$ cat src/core/uenc_pkg.sv
/*
 Shared constants and carriers for the endpoint NAK and DMA request block.
 Assumes one core clock and a plain register port with byte-wide data.
*/
package uenc_pkg;
    // =====================================================
    // Register offsets
    localparam logic [31:0] OFS_EP_NAK   = 32'h0020_0004;
    localparam logic [31:0] OFS_NAK_GATE = 32'h0020_0006;
    localparam logic [31:0] OFS_SE_CTRL  = 32'h0020_0008;
    localparam logic [31:0] OFS_CLR_FLG  = 32'h0020_000A;
    localparam logic [31:0] OFS_SET_FLG  = 32'h0020_000C;
    localparam logic [31:0] OFS_DATA_END = 32'h0020_0030;
    localparam logic [31:0] OFS_DMA_CTRL = 32'h0020_0032;
    localparam logic [31:0] OFS_FIFO_CLR = 32'h0020_0034;
    // =====================================================
    // Field positions
    localparam int POS_OUT1_NAK  = 2;
    localparam int POS_OUT2_NAK  = 3;
    localparam int POS_STALL     = 3;
    localparam int POS_RESUME    = 0;
    localparam int POS_SET_CFG   = 7;
    localparam int POS_SET_EP    = 2;
    localparam int POS_SET_DEV   = 0;
    localparam int POS_AUTO_TGL  = 4;
    localparam int POS_OUT_DMA   = 2;
    localparam int POS_IN_MASK   = 4;
    // =====================================================
    // Reset values and sizes
    localparam logic [7:0] RST_REG8 = 8'h00;
    localparam int BANK_BYTES       = 64;
    localparam int CNT_W            = 7;
    localparam int N_IN             = 2;
    localparam int N_CLR_EP         = 6;
    // Fifo clear reaches the NAK view this many core clocks later
    localparam int CLR_DELAY        = 5;
    // =====================================================
    // Carriers
    typedef struct packed {
        logic [31:0] addr;
        logic [7:0]  wdata;
        logic        wr;
        logic        rd;
    } uenc_reg_req_t;

    typedef struct packed {
        logic [N_IN-1:0] wr;      // CPU side byte written
        logic [N_IN-1:0] wr_dma;  // Byte came from DMA
        logic [N_IN-1:0] tx_ok;   // Serial engine sent bank correctly
    } uenc_in_evt_t;

    typedef struct packed {
        logic [N_CLR_EP-1:0] clr_ep;
        logic                clr_dev;
        logic                set_cfg;
        logic                set_ep;
        logic                set_dev;
    } uenc_auto_evt_t;
endpackage : uenc_pkg

$ cat src/core/uenc_ctrl.sv
/*
 Endpoint NAK control, bulk IN bank toggling, DMA requests, direct
 serial-engine controls and the read-clear auto-request flags.
 Assumes serial engine, DMA controller and CPU port share i_core_clk.
*/
// Notes on behaviour
// - Enabling DMA while bulk OUT2 CPU bank holds data raises request at once.
// - Bulk OUT DMA request drops when CPU-side bank is read empty.
// - DMA terminal count drops the endpoint DMA request.
// - Bulk IN send-enable bits, 1 sends, 0 NAKs, reset 0.
// - Send-enable clears only when engine bank is empty, sets on every toggle.
// - Toggle needs CPU bank full or data-end, and engine bank count zero.
// - Two 64-byte banks; engine bank kept until sent correctly.
// - DMA-filled bank without auto-toggle waits for data-end.
// - Data-end after last write toggles and sets send-enable together.
// - Clearing a bulk IN fifo forces its send-enable to 0.
// - After 64 DMA bytes request drops; returns on toggle unless masked.
// - Terminal count on bulk IN also masks that DMA request.
// - Gate register bits 3 and 2 pass bulk OUT NAK writes, reset 0.
// - Resume request is acted on only while the bus is suspended.
// - Auto-request flags set only after the status stage completes.
// - Reading a flag register clears all its flags.
// - Clear flags bits 6 to 1 report endpoints 0,1,2,3,4,7.
// - Clear flags bit 0 reports a device-directed clear.
// - Set flags: configuration bit 7, endpoint bit 2, device bit 0.
// - Endpoint clear flags read zero for endpoints not enabled.
// - Fifo clears show in the NAK register five clocks later.
// - Bulk OUT NAK bits take writes only while gated open.
module uenc_ctrl
    import uenc_pkg::*;
(
    // Clock and reset
    input  wire logic                i_core_clk,
    input  wire logic                i_arst_n,
    // Register port
    input  wire uenc_reg_req_t       i_reg,
    output logic [7:0]               o_reg_rdata,
    // Serial engine and fifo events
    input  wire uenc_in_evt_t        i_in_evt,
    input  wire logic                i_out2_cpu_avail,
    input  wire logic                i_setup_rcvd,
    input  wire logic                i_suspended,
    input  wire logic                i_resume_done,
    input  wire uenc_auto_evt_t      i_auto_evt,
    input  wire logic [N_CLR_EP-1:0] i_ep_enabled,
    // DMA controller
    input  wire logic [2:0]          i_dma_tc,
    output logic [N_IN-1:0]          o_in_dreq,
    output logic                     o_out2_dreq,
    // Serial engine controls
    output logic [N_IN-1:0]          o_in_send_en,
    output logic [1:0]               o_out_nak,
    output logic                     o_ep0_stall,
    output logic                     o_resume_req
);
    // =====================================================
    // State
    typedef struct packed {
        logic [1:0]                  nak_gate;
        logic                        stall;
        logic                        resume;
        logic [N_IN-1:0]             dend;
        logic [N_IN-1:0]             auto_tgl;
        logic [N_IN-1:0]             in_dma_en;
        logic [N_IN-1:0]             in_mask;
        logic                        out_dma_en;
        logic [N_CLR_EP:0]           clr_flg;
        logic [2:0]                  set_flg;
        logic [N_IN-1:0]             send_en;
        logic [1:0]                  out_nak;
        logic [N_IN-1:0][CNT_W-1:0]  cpu_cnt;
        logic [N_IN-1:0]             cpu_dma;
        logic [N_IN-1:0][CNT_W-1:0]  sie_cnt;
        logic [CLR_DELAY-1:0][N_IN-1:0] clr_pipe;
        logic [N_IN-1:0]             in_dreq;
        logic                        out_dreq;
        logic [7:0]                  rdata;
    } uenc_state_t;

    localparam logic [CNT_W-1:0] FULL_CNT = CNT_W'(BANK_BYTES);

    uenc_state_t st;
    uenc_state_t next_st;
    logic [N_IN-1:0] toggle;
    logic [N_IN-1:0] full;
    logic            wr_hit;
    logic            rd_hit;

    // =====================================================
    // Next state
    always_comb begin
        next_st = st;
        toggle  = '0;
        full    = '0;
        wr_hit  = i_reg.wr;
        rd_hit  = i_reg.rd;
        next_st.rdata = 8'h00;

        // Register writes
        if (wr_hit) begin
            case (i_reg.addr)
                OFS_NAK_GATE: begin
                    next_st.nak_gate = i_reg.wdata[POS_OUT2_NAK:POS_OUT1_NAK];
                end
                OFS_EP_NAK: begin
                    // Each OUT NAK bit is writable only through its gate
                    for (int b = 0; b < 2; b++) begin
                        if (st.nak_gate[b]) begin
                            next_st.out_nak[b] = i_reg.wdata[POS_OUT1_NAK+b];
                        end
                    end
                end
                OFS_SE_CTRL: begin
                    next_st.stall = i_reg.wdata[POS_STALL];
                    // Resume only meaningful while the bus is suspended
                    if (i_suspended && i_reg.wdata[POS_RESUME]) begin
                        next_st.resume = 1'b1;
                    end
                end
                OFS_DATA_END: begin
                    next_st.dend     = st.dend | i_reg.wdata[N_IN-1:0];
                    next_st.auto_tgl = i_reg.wdata[POS_AUTO_TGL+:N_IN];
                end
                OFS_DMA_CTRL: begin
                    next_st.in_dma_en  = i_reg.wdata[N_IN-1:0];
                    next_st.out_dma_en = i_reg.wdata[POS_OUT_DMA];
                    next_st.in_mask    = i_reg.wdata[POS_IN_MASK+:N_IN];
                end
                default: begin
                end
            endcase
        end

        // Resume request falls when engine reports it sent
        if (i_resume_done) begin
            next_st.resume = 1'b0;
        end
        // A SETUP token releases the stall
        if (i_setup_rcvd) begin
            next_st.stall = 1'b0;
        end

        // Fifo clear delay line; hazard of reading stale status is the
        // firmware's to avoid by spacing accesses
        next_st.clr_pipe = {st.clr_pipe[CLR_DELAY-2:0],
                            (wr_hit && i_reg.addr == OFS_FIFO_CLR) ?
                            i_reg.wdata[N_IN-1:0] : {N_IN{1'b0}}};

        // Bulk IN endpoints
        for (int e = 0; e < N_IN; e++) begin
            full[e] = (st.cpu_cnt[e] == FULL_CNT);
            if (i_in_evt.wr[e] && !full[e]) begin
                next_st.cpu_cnt[e] = st.cpu_cnt[e] + CNT_W'(1);
                next_st.cpu_dma[e] = i_in_evt.wr_dma[e];
            end
            // Engine bank held until sent correctly
            if (i_in_evt.tx_ok[e]) begin
                next_st.sie_cnt[e] = '0;
                next_st.send_en[e] = 1'b0;
            end
            // Toggle: CPU bank complete and engine bank empty
            toggle[e] = (st.sie_cnt[e] == '0) && !st.send_en[e] &&
                        ((full[e] && (st.auto_tgl[e] || !st.cpu_dma[e])) ||
                         st.dend[e]);
            if (toggle[e]) begin
                next_st.sie_cnt[e] = st.cpu_cnt[e];
                next_st.cpu_cnt[e] = '0;
                next_st.cpu_dma[e] = 1'b0;
                next_st.dend[e]    = 1'b0;
                next_st.send_en[e] = 1'b1;
            end
            // Terminal count masks the request
            if (i_dma_tc[e]) begin
                next_st.in_mask[e] = 1'b1;
            end
            // Fifo clear wins over every other update
            if (st.clr_pipe[CLR_DELAY-1][e]) begin
                next_st.cpu_cnt[e] = '0;
                next_st.sie_cnt[e] = '0;
                next_st.dend[e]    = 1'b0;
                next_st.cpu_dma[e] = 1'b0;
                next_st.send_en[e] = 1'b0;
            end
            // Request while room remains; a toggle empties the bank again
            next_st.in_dreq[e] = next_st.in_dma_en[e] && !next_st.in_mask[e] &&
                                 (next_st.cpu_cnt[e] != FULL_CNT) &&
                                 !i_dma_tc[e];
        end

        // Bulk OUT2 DMA request
        if (i_dma_tc[2]) begin
            next_st.out_dma_en = 1'b0;
        end
        next_st.out_dreq = next_st.out_dma_en && i_out2_cpu_avail &&
                           !i_dma_tc[2];

        // Reads, with read-clear where the flag set wins
        if (rd_hit) begin
            case (i_reg.addr)
                OFS_EP_NAK: begin
                    next_st.rdata = {4'h0, st.out_nak, st.send_en};
                end
                OFS_NAK_GATE: begin
                    next_st.rdata = {4'h0, st.nak_gate, 2'h0};
                end
                OFS_SE_CTRL: begin
                    next_st.rdata = {4'h0, st.stall, 2'h0, st.resume};
                end
                OFS_CLR_FLG: begin
                    next_st.rdata = {1'b0, st.clr_flg[N_CLR_EP:1] & i_ep_enabled,
                                     st.clr_flg[0]};
                    next_st.clr_flg = '0;
                end
                OFS_SET_FLG: begin
                    next_st.rdata = {st.set_flg[2], 4'h0, st.set_flg[1], 1'b0,
                                     st.set_flg[0]};
                    next_st.set_flg = '0;
                end
                OFS_DATA_END: begin
                    next_st.rdata = {2'h0, st.auto_tgl, 2'h0, st.dend};
                end
                OFS_DMA_CTRL: begin
                    next_st.rdata = {2'h0, st.in_mask, 1'b0, st.out_dma_en,
                                     st.in_dma_en};
                end
                default: begin
                    next_st.rdata = 8'h00;
                end
            endcase
        end

        // Status-stage completion events
        next_st.clr_flg = next_st.clr_flg |
                          {i_auto_evt.clr_ep, i_auto_evt.clr_dev};
        next_st.set_flg = next_st.set_flg |
                          {i_auto_evt.set_cfg, i_auto_evt.set_ep,
                           i_auto_evt.set_dev};
    end

    // =====================================================
    // State register
    always_ff @(posedge i_core_clk or negedge i_arst_n) begin
        if (!i_arst_n) begin
            st <= '0;
        end else begin
            st <= next_st;
        end
    end

    // Outputs straight from state flops
    assign o_reg_rdata  = st.rdata;
    assign o_in_dreq    = st.in_dreq;
    assign o_out2_dreq  = st.out_dreq;
    assign o_in_send_en = st.send_en;
    assign o_out_nak    = st.out_nak;
    assign o_ep0_stall  = st.stall;
    assign o_resume_req = st.resume;
endmodule : uenc_ctrl

$ cat config.mk
export PLATFORM = sky130hd
export DESIGN_NAME = uenc_ctrl
export DESIGN_NICKNAME = d
export VERILOG_FILES = /design/src/core/uenc_pkg.sv /design/src/core/uenc_ctrl.sv
export SDC_FILE = /design/constraint.sdc
export NUM_CORES = 1
export LEC_CHECK = 0
export ABC_CLOCK_PERIOD_IN_PS = 2460
export BUFFER_PORTS_ARGS = -buffer_cell sky130_fd_sc_hd__buf_2
export CORE_MARGIN = 2
export CORE_UTILIZATION = 53
export DETAILED_ROUTE_END_ITERATION = 6
export GPL_TIMING_DRIVEN = 0
export PLACE_DENSITY_LB_ADDON = 0.12
export REMOVE_ABC_BUFFERS = 1
export SKIP_LAST_GASP = 1
export SLEW_MARGIN = 40
export SYNTH_ARGS = -nofsm -noshare
export SYNTH_HDL_FRONTEND = slang
export SYNTH_SLANG_ARGS = --single-unit
$ cat constraint.sdc
create_clock -name i_core_clk -period 2.46 [get_ports i_core_clk]
set_input_delay 0.123 -clock i_core_clk [delete_from_list [all_inputs] [get_ports i_core_clk]]
set_output_delay 0.123 -clock i_core_clk [all_outputs]
set_load 0.01 [all_outputs]
==> impl_metrics.csv, run 1 <==
group,metric,value,unit
status,outcome,"complete, no violations",
detailed_routing,drc,0,
placed_design,port-buffer-count,87,
layout,nFillCells,572,
pwr,combPwrFrac,19.6,%
sta,min_period,2270,ps
sta,rsz0062_at_grt,"no",
critical_path,critical_path_class,"flip-flop to flip-flop",
logic_synthesis,ys_seq_area_share,52.1,%
job,cap_viol_max_count,0,
logic_synthesis,synth_cell_types,60,
pwr,power.leakage,2.15,nW
sta,slew_headroom,55.7,%
logic_synthesis,synth_xor_area_share,2.34,%
critical_path,crit_fanout,6,
clock_network,cts_max_level,3,
logic_synthesis,syn_inst,339,
detailed_routing,vias,3003,
logic_synthesis,synth_edf_count,0,
clock_network,clk_latency,340,ps
logic_synthesis,synth-warning-count,0,
clock_network,cts_setup_buffers,0,
sta,setup_violations,0,
floorplanning,ios,90,
layout,fin_nets,506,
sta,finClkSkew,14.2,ps
pwr,pwr-share-clk,26.9,%
pwr,p_seq_share,53.5,%
critical_path,start_kind,"flip-flop",
logic_synthesis,syn_area_per_cell,11.0,um2
grt,grt_max_degree,58,
logic_synthesis,yosys.area_share.simple,19.7,%
pwr,power.internal,0.00202,W
floorplanning,dieArea,7750,um2
critical_path,cp.arrival,2470,ps
floorplanning,die_x,88.0,um
placed_design,place_area,4180,um2
logic_synthesis,synth.area.mux_share,6.25,%
logic_synthesis,synth_area,3740,um2
detailed_routing,routedWlPerCell,15.7,um
pwr,swShare,31.8,%
sta,fin_crit_sh,92.2,%
layout,instances_no_fill,529,
logic_synthesis,ys.flop_type,"dfrtp_1",
logic_synthesis,yosysMostFrequentCell,"dfrtp_1",
logic_synthesis,synth_top_cell_by_area,"dfrtp_1",
logic_synthesis,synth_top_family_by_area,"simple AND/OR/NAND/NOR gates",
pwr,peakVddDrop,0.000311,V
floorplanning,rows,30,
placed_design,place_congestion,0.858,
logic_synthesis,ys_top_cells_by_count,"dfrtp_1 (78), nor2_1 (29), buf_4 (15)",
sta,tightestPinTransition,659,ps
clock_network,root_buffer,"clkbuf_8",
sta,tns,0,ps
layout,antenna_cells,0,
pwr,p_switching,0.000943,W
layout,areaGrowthSynthToFinish,21.3,%
sta,fin_ws,192,ps
placed_design,place_hpwl,5960,um
placed_design,dp_slack,90.1,ps
floorplanning,die_y,88.0,um
floorplanning,start_util,54.8,%
clock_network,cts_buffer_depth,2,
logic_synthesis,synth_area_leaders,"dfrtp_1 (52%), mux2_2 (3.3%), a22o_1 (3.3%)",
grt,antenna_found_initial,0,
pwr,power_density,653,nW/um2
critical_path,end_kind,"flip-flop",
grt,grt_overflow,0,
floorplanning,core,6830,um2
sta,maxSlewViolCount,0,
clock_network,cts_inserted_buffers,9,
critical_path,crit_required,2670,ps
detailed_routing,antenna_left,0,
layout,layout-drive-gt1-share,29.3,%
grt,grt_usage,22.8,%
logic_synthesis,async_reset_ff_share,100,%
clock_network,cts_tree,"built",
layout,fin_area,4540,um2
layout,multiInputGateArea,1660,um2
sta,fmax,0.441,GHz
grt,grt_pass1_wl,13600,um
placed_design,post-place-cells,498,
logic_synthesis,synth_compound_area_share,13.5,%
detailed_routing,post_drt_via_cell_ratio,5.68,
clock_network,clk_pin_slew_worst_paths,80,ps
logic_synthesis,ys_seq_elements,78,
detailed_routing,drt_pass1_iterations,5,
grt,grt_pass1_vias,2891,
detailed_routing,first_iter_violations,157,
logic_synthesis,synth_top_area_share,52.1,%
layout,seqCellArea,1950,um2
logic_synthesis,synthAdderAreaFrac,1.34,%
worst_hold_path,hold_class,"primary input to flip-flop",
clock_network,cts_num_sinks,78,
sta,finalHoldViolCount,0,
detailed_routing,postRouteWirelength,8300,um
## timing repair
| action | CTS | global route |
|---|---|---|
| hold buffers | 16 | 0 |
| endpoints found under the setup margin | 0 | 17 |
| resized for setup | 0 | 6 |
| endpoints found under the hold margin | 94 | 0 |
## power by group through the flow
stage,clock (W),sequential (W),combinational (W)
final,0.000798,0.00159,0.000582
after CTS,0.000820,0.00157,0.000583
after floorplan,0,0.00154,0.000375
after detailed placement,0,0.00160,0.000558
after global placement,0,0.00160,0.000523
after global routing,0.000882,0.00161,0.000675
## critical path, stage by stage, from the launching register on
cell and delay [ps]:
dfrtp_1 450, inv_1 120, ha_1 170, nand4bb_1 280, o31ai_2 430, mux2i_1 300
nor4b_1 260, a31oi_1 120
## through the flow
step,hold WS (ps),utilization [%],total power [W]
2_1_floorplan,-173,-,0.00192
3_3_place_gp,272,60.7,0.00212
3_5_place_dp,-9.59,61.2,0.00216
4_1_cts,12.9,65.8,0.00298
5_1_grt,24.7,66.4,0.00317
6_report,18.3,66.4,0.00297
## registers in the layout, indices dropped and copies added (netlist names)
signal and count:
st 53, next_st 8, o_reg_rdata 8, o_in_dreq 2
o_in_send_en 2, o_out_nak 2, o_ep0_stall 1, o_out2_dreq 1
o_resume_req 1
## layout make-up
type | count | area share (%)
sequential | 78 | 43.0
timing repair buffer | 104 | 13.9
tap | 96 | 2.65
clock buffer | 10 | 2.81
clock inverter | 5 | 0.606
inverter | 7 | 0.579
multi-input combinational | 229 | 36.5
## cells in the final DEF, fill, tap and decap left out, types with 2 or more instances in the layout
cell type      synthesis  final
or2_2                  2      2
o21ai_0               10     10
and3_1                 2      2
a22o_1                14     14
dlygate4sd3_1          0     16
mux2_2                11     11
a21oi_1                9      9
nand2_1               14     14
a21o_1                13     13
clkinv_2               0      4
or3_1                  2      2
and4_1                 3      3
nor2_2                 0      2
nand4_1                9      9
o211ai_1               2      2
nor3_2                 1      2
nor4_1                11     11
and4b_1                2      2
nor3b_1                3      3
mux2i_1               11     11
nor4_2                 2      2
a41oi_1                2      2
nand3_1               13     13
inv_1                  7      7
a32oi_1                2      2
a31oi_1                2      2
nor2b_1                9      9
nor4b_1                3      3
clkbuf_8               0      9
dfrtp_1               78     78
nor2_1                29     27
and2_1                 5      5
nor3_1                 3      2
ha_1                   4      4
xor2_1                 4      4
buf_2                  1     86
xnor2_1                6      6
## per-layer routing
| metal | vias to the layer above | share of wire [%] | GRT usage (%) |
|---|---|---|---|
| met1 | 1463 | 43 | 29.7 |
| met4 | 0 | 1.5 | 7.58 |
| met3 | 14 | 5.2 | 4.05 |
| li1 | 1422 | - | - |
| met2 | 104 | 51 | 38.6 |
| met5 | - | 0 | 0 |
## final timing paths
kind / endpoint / slack, ps / depth (start not counted) / from
min in group asynchronous: st[44]$_DFF_PN0_ / 200 / 2 / i_arst_n
worst min-delay path: st[67]$_DFF_PN0_ / 20 / 2 / i_dma_tc[1]
max in group asynchronous: st[70]$_DFFE_PN0P_ / 1720 / 3 / i_arst_n
worst max register to register: o_in_dreq[1]$_DFF_PN0_ / 190 / 7 / st[44]$_DFF_PN0_
worst min register to register: next_st[20]$_DFF_PN0_ / 350 / 0 / next_st[18]$_DFF_PN0_
worst max-delay path: o_in_dreq[1]$_DFF_PN0_ / 190 / 7 / st[44]$_DFF_PN0_
## cells by family (layout without fill, tap and decap cells)
group                      Yosys count  after routing
muxes                               22             22
and+or+nand+nor                    124            124
xor gates and xnor gates            10             10
adders and majority gates            4              4
AOI/OAI and AO/OA                   69             69
buffers and inverters               32            126
DFF                                 78             78
Note: power is estimated with default switching activity, not from simulation.
==> inputs of run 2 (changes only) <==
--- a/config.mk
+++ b/config.mk
@@ -7,6 +7,7 @@
 export LEC_CHECK = 0
 export ABC_CLOCK_PERIOD_IN_PS = 2460
 export BUFFER_PORTS_ARGS = -buffer_cell sky130_fd_sc_hd__buf_2
+export CAP_MARGIN = 10
 export CORE_MARGIN = 2
 export CORE_UTILIZATION = 53
 export DETAILED_ROUTE_END_ITERATION = 6
==> constraint.sdc (replaced) <==
create_clock -name i_core_clk -period 2.46 [get_ports i_core_clk]
set_input_delay 0 -clock i_core_clk [delete_from_list [all_inputs] [get_ports i_core_clk]]
set_output_delay 0 -clock i_core_clk [all_outputs]
set_load 0.01 [all_outputs]
==> impl_metrics.csv, run 2 (synthesis results as in run 1) <==
group,metric,value,unit
status,outcome,"complete, no violations",
detailed_routing,postRouteWirelength,8460,um
layout,antenna_cells,0,
detailed_routing,drt_pass1_iterations,4,
sta,finalHoldViolCount,0,
grt,grt_pass1_vias,2970,
placed_design,place_hpwl,5960,um
layout,layout-drive-gt1-share,28.3,%
placed_design,place_congestion,0.858,
worst_hold_path,hold_class,"primary input to flip-flop",
pwr,power_density,635,nW/um2
floorplanning,rows,30,
clock_network,cts_buffer_depth,2,
clock_network,clk_latency,340,ps
pwr,peakVddDrop,0.000322,V
pwr,combPwrFrac,19.9,%
detailed_routing,post_drt_via_cell_ratio,5.62,
critical_path,cp_slowest_cell,"dfrtp_1",
critical_path,start_kind,"flip-flop",
sta,tightestPinTransition,632,ps
pwr,power.internal,0.00204,W
pwr,power.leakage,2.22,nW
floorplanning,start_util,54.8,%
sta,rsz0062_at_grt,"no",
detailed_routing,routedWlPerCell,15.5,um
detailed_routing,first_iter_violations,150,
floorplanning,core,6830,um2
floorplanning,ios,90,
layout,top_register,"st",
layout,final_cell_mix,"buf_2 (86), dfrtp_1 (78), dlygate4sd3_1 (32), nor2_1 (27)",
placed_design,place_area,4180,um2
clock_network,cts_max_level,3,
floorplanning,dieArea,7750,um2
clock_network,root_buffer,"clkbuf_8",
floorplanning,die_x,88.0,um
layout,fin_area,4700,um2
grt,grt_pass1_wl,13900,um
clock_network,cts_tree,"built",
layout,layout_commonest_cell,"buf_2",
pwr,p_switching,0.000948,W
clock_network,cts_num_sinks,78,
placed_design,port-buffer-count,87,
layout,areaGrowthSynthToFinish,25.5,%
critical_path,crit_required,2670,ps
detailed_routing,antenna_left,0,
sta,setup_violations,0,
critical_path,crit_fanout,6,
critical_path,end_kind,"flip-flop",
critical_path,critical_path_class,"flip-flop to flip-flop",
critical_path,path_cells,"inv_1 -> ha_1 -> nand4bb_1 -> o31ai_2 -> mux2i_1 -> nor4b_1 -> a31oi_1",
sta,slew_headroom,57.5,%
grt,grt_overflow,0,
pwr,p_seq_share,53.2,%
job,cap_viol_max_count,0,
sta,fmax,0.438,GHz
pwr,swShare,31.8,%
sta,min_period,2280,ps
critical_path,max_stage_delay,450,ps
sta,fin_crit_sh,92.7,%
critical_path,cp.arrival,2490,ps
sta,maxSlewViolCount,0,
layout,largest_register_ffs,53,
grt,grt_max_degree,58,
clock_network,cts_inserted_buffers,9,
layout,fin_nets,522,
sta,tns,0,ps
floorplanning,die_y,88.0,um
detailed_routing,drc,0,
detailed_routing,vias,3065,
sta,finClkSkew,13.2,ps
grt,antenna_found_initial,0,
grt,grt_usage,23.2,%
pwr,pwr-share-clk,26.9,%
clock_network,clk_pin_slew_worst_paths,80,ps
==> run 2: cell types whose count changed in the layout (fill, tap and decap cells not counted), sizes merged <==
cell         delta
dlygate4sd3    +16
==> run 2: layout make-up <==
class / count / area (um2)
multi-input combinational: 229 / 1660
timing repair buffer: 120 / 790
inverter: 7 / 26.3
fill: 551 / 2130
clock inverter: 5 / 27.5
sequential: 78 / 1950
clock buffer: 10 / 128
tap: 96 / 120
==> run 2: what timing repair did <==
| action | CTS | global route |
|---|---|---|
| endpoints found under the setup margin | 0 | 17 |
| hold buffers | 32 | 0 |
| gates resized for setup | 0 | 6 |
| buffers inserted | 0 | 0 |
| endpoints found under the hold margin | 111 | 0 |
==> run 2: metal layers <==
| metal | GRT usage [%] | share of wire [%] | vias to the layer above |
|---|---|---|---|
| met5 | 0 | 0 | - |
| met3 | 4.05 | 4.3 | 16 |
| met2 | 39.4 | 51 | 90 |
| met4 | 7.71 | 1.5 | 0 |
| li1 | - | - | 1450 |
| met1 | 30.5 | 43 | 1509 |
==> run 2: final timing paths <==
check,from,endpoint,slack [ps],cells past startpoint
max,st[44]$_DFF_PN0_,o_in_dreq[1]$_DFF_PN0_,180,7
min,i_in_evt[0],o_in_send_en[0]$_DFFE_PN0P_,40,3
max reg2reg,st[44]$_DFF_PN0_,o_in_dreq[1]$_DFF_PN0_,180,7
min reg2reg,next_st[15]$_DFF_PN0_,next_st[17]$_DFF_PN0_,350,0
max in group asynchronous,i_arst_n,next_st[15]$_DFF_PN0_,1850,3
min in group asynchronous,i_arst_n,st[44]$_DFF_PN0_,70,2
==> run 2: through the flow <==
| stage | cells | total power, W | utilization, % | setup slack, ps | hold WS (ps) |
|---|---|---|---|---|---|
| floorplan | 314 | 0.00192 | - | 482 | -296 |
| CTS | 545 | 0.00299 | 68.2 | 59.2 | 53.3 |
| finish | 545 | 0.00298 | 68.8 | 179 | 39.0 |
| global route | 545 | 0.00319 | 68.8 | 13.3 | 38.4 |
| detailed placement | 498 | 0.00216 | 61.2 | 90.1 | -133 |
| global placement | 497 | 0.00212 | 60.7 | 129 | 149 |
==> run 2: worst max-delay path, delay by kind of cell, from the launching register on <==
kind            cells  cell delay [ps]
compound gates      2              550
simple gates        2              540
flops               1              450
mux                 1              300
fa+ha+maj           1              170
buf+inv             1              120
==> run 2: power by group through the flow <==
stage                     Sequential [W]  Clock (W)  Combinational [W]
final                            0.00159   0.000802           0.000595
after global routing             0.00161   0.000882           0.000691
after CTS                        0.00157   0.000820           0.000598
after detailed placement         0.00160          0           0.000558
after global placement           0.00160          0           0.000523
after floorplan                  0.00154          0           0.000375
==> inputs of run 3 (changes only) <==
--- a/config.mk
+++ b/config.mk
@@ -5,11 +5,12 @@
 export SDC_FILE = /design/constraint.sdc
 export NUM_CORES = 1
 export LEC_CHECK = 0
+export ABC_AREA = 1
 export ABC_CLOCK_PERIOD_IN_PS = 2460
 export BUFFER_PORTS_ARGS = -buffer_cell sky130_fd_sc_hd__buf_2
 export CAP_MARGIN = 10
 export CORE_MARGIN = 2
-export CORE_UTILIZATION = 53
+export CORE_UTILIZATION = 54
 export DETAILED_ROUTE_END_ITERATION = 6
 export GPL_TIMING_DRIVEN = 0
 export PLACE_DENSITY_LB_ADDON = 0.12
==> impl_metrics.csv, run 3 <==
group,metric,value,unit
floorplanning,die_y,90.2,um
sta,rsz0062_at_grt,"no",
detailed_routing,met1Wirelength,3900,um
grt,grt_pass1_vias,3528,
layout,final_util,69.0,%
pwr,p_total,0.00341,W
critical_path,end_kind,"flip-flop",
worst_hold_path,min_from,"i_reg[1]",
grt,grt_usage,24.3,%
sta,fmax,0.505,GHz
logic_synthesis,syn_area_per_cell,8.37,um2
sta,fin_crit_sh,80.4,%
layout,fin_area,4980,um2
clock_network,clk_pin_slew_worst_paths,70,ps
critical_path,crit_required,2740,ps
layout,fin_nets,666,
grt,grt_pass1_wl,15900,um
critical_path,timing.rr.end,"st[30]$_DFFE_PN0P_",
critical_path,r2r_slack,560,ps
detailed_routing,wl_met3,432,um
floorplanning,ios,90,
detailed_routing,first_iter_violations,154,
detailed_routing,antenna_left,0,
clock_network,cts_buffer_depth,2,
critical_path,timing.rr.start,"st[44]$_DFF_PN0_",
pwr,p_switching,0.00107,W
pwr,p_seq_share,45.2,%
logic_synthesis,synth_top_cell_by_area,"dfrtp_1",
layout,largest_register_ffs,53,
floorplanning,core,7210,um2
logic_synthesis,synth_top_area_share,48.7,%
placed_design,place_congestion,0.857,
floorplanning,die_x,90.2,um
critical_path,critical_path_class,"primary input to flip-flop",
critical_path,crit_fanout,11,
worst_hold_path,hold_class,"primary input to flip-flop",
sta,slew_headroom,46.9,%
pwr,combPwrFrac,24.1,%
logic_synthesis,synth_edf_count,0,
pwr,swShare,31.4,%
critical_path,rr_worst_depth,10,
logic_synthesis,ys_seq_area_share,48.7,%
grt,antenna_found_initial,0,
floorplanning,dieArea,8130,um2
layout,antenna_cells,0,
sta,min_period,1980,ps
layout,layout_commonest_cell,"buf_2",
sta,finClkSkew,6.80,ps
status,outcome,"complete, no violations",
detailed_routing,routedWlPerCell,13.0,um
layout,nFillCells,603,
layout,final_cell_mix,"buf_2 (86), nand2_1 (80), inv_1 (78), dfrtp_1 (78), nor2_1 (66)",
clock_network,root_buffer,"clkbuf_8",
critical_path,cp.arrival,2260,ps
sta,finalHoldViolCount,0,
logic_synthesis,synth-warning-count,0,
placed_design,port-buffer-count,87,
layout,top_register,"st",
clock_network,cts_num_sinks,78,
clock_network,cts_setup_buffers,0,
detailed_routing,drt_pass1_iterations,4,
pwr,power_density,684,nW/um2
floorplanning,start_util,55.6,%
logic_synthesis,async_reset_ff_share,100,%
clock_network,clk_latency,350,ps
detailed_routing,wl_met2,4550,um
pwr,power.internal,0.00234,W
clock_network,cts_tree,"built",
placed_design,dp_slack,568,ps
clock_network,cts_max_level,3,
sta,setup_violations,0,
clock_network,cts_inserted_buffers,9,
worst_hold_path,hold_depth,3,
detailed_routing,vias,3451,
layout,areaGrowthSynthToFinish,24.2,%
logic_synthesis,synth_cell_types,34,
pwr,pwr-share-clk,30.7,%
detailed_routing,topRoutingLayerUsed,"met4",
detailed_routing,postRouteWirelength,9020,um
pwr,power.leakage,2.59,nW
sta,fin_ws,482,ps
detailed_routing,drc,0,
logic_synthesis,ys_seq_elements,78,
placed_design,place_hpwl,6450,um
logic_synthesis,ys.flop_type,"dfrtp_1",
worst_hold_path,hold_end,"st[69]$_DFF_PN0_",
placed_design,place_area,4440,um2
logic_synthesis,yosysMostFrequentCell,"nand2_1",
job,cap_viol_max_count,0,
grt,grt_overflow,0,
logic_synthesis,synth_area,4010,um2
logic_synthesis,syn_inst,479,
grt,grt_max_degree,55,
sta,maxSlewViolCount,0,
logic_synthesis,ys_top_cells_by_count,"nand2_1 (80), dfrtp_1 (78), inv_1 (78)",
sta,tightestPinTransition,794,ps
pwr,peakVddDrop,0.000383,V
sta,tns,0,ps
floorplanning,rows,31,
layout,layout-drive-gt1-share,22.6,%
detailed_routing,post_drt_via_cell_ratio,4.98,
logic_synthesis,synth_area_leaders,"dfrtp_1 (49%), nand2_1 (7.5%), inv_1 (7.3%)",
critical_path,start_kind,"primary input",
run 3: changes by cell type after synthesis, moves of 14 or more:
cell	change
nand2_1	+66
nand3_1	+20
inv_1	+71
nor2_1	+37
a22o_1	-14
run 3: worst max path at each step:
stage                startpoint                     endpoint  slack, ps  cells after the start
2_1_floorplan  st[44]$_DFF_PN0_  o_in_send_en[1]$_DFFE_PN0P_        830                     10
3_3_place_gp   st[44]$_DFF_PN0_  o_in_send_en[1]$_DFFE_PN0P_        610                     10
3_5_place_dp   st[44]$_DFF_PN0_           st[30]$_DFFE_PN0P_        570                     10
4_1_cts               i_reg[17]     o_resume_req$_DFFE_PN0P_        520                      9
5_1_grt               i_reg[17]     o_resume_req$_DFFE_PN0P_        250                      9
6_report              i_reg[17]     o_resume_req$_DFFE_PN0P_        480                      9
run 3: cells by family after synthesis:
family / count (synthesis) / synth area share [%]
buffers and inverters: 103 / 11.7
flip-flops: 78 / 48.7
adder cells (fa/ha/maj): 4 / 1.25
AND/OR/NAND/NOR: 226 / 26.6
XOR/XNOR: 8 / 1.75
AO/OA/AOI/OAI: 60 / 10.1
run 3: layer usage:
metal	up-vias	GRT usage [%]
met3	12	4.44
met1	1612	29.9
met2	93	42.4
li1	1734	-
met5	-	0
met4	0	9.74
run 3: worst max-delay path, cell delays in order:
cell and delay, ps:
buf_2 90, nor2_1 120, nand3_1 150, nor2_1 640
nand2_1 180, nor2_2 250, nand3_1 100, a21oi_1 150
dlygate4sd3_1 570
run 3: metrics by stage:
step	hold slack (ps)	cells
detailed placement	-126	645
floorplan	-296	458
global route	67.6	693
global placement	149	644
CTS	38.1	693
finish	49.4	693
run 3: area by class of cell:
class / instances / area [um2] / area share, %
Sequential cell: 78 / 1950 / 39.2
Clock buffer: 12 / 145 / 2.92
Tap cell: 99 / 124 / 2.49
Clock inverter: 4 / 70.1 / 1.41
Inverter: 82 / 308 / 6.18
Multi-Input combinational cell: 298 / 1590 / 31.9
Timing Repair Buffer: 120 / 790 / 15.9
run 3: power by group through the flow:
stage | Sequential, W | Combinational (W) | Clock (W)
global placement | 0.00156 | 0.000765 | 0
finish | 0.00154 | 0.000822 | 0.00104
global route | 0.00157 | 0.000948 | 0.00113
detailed placement | 0.00156 | 0.000790 | 0
floorplan | 0.00153 | 0.000560 | 0
CTS | 0.00154 | 0.000832 | 0.00106
run 3: what timing repair did:
| action | 4_1_cts | 5_1_grt |
|---|---|---|
| gates resized for setup | 0 | 0 |
| hold buffers | 32 | 0 |
| endpoints found under the hold margin | 115 | 0 |
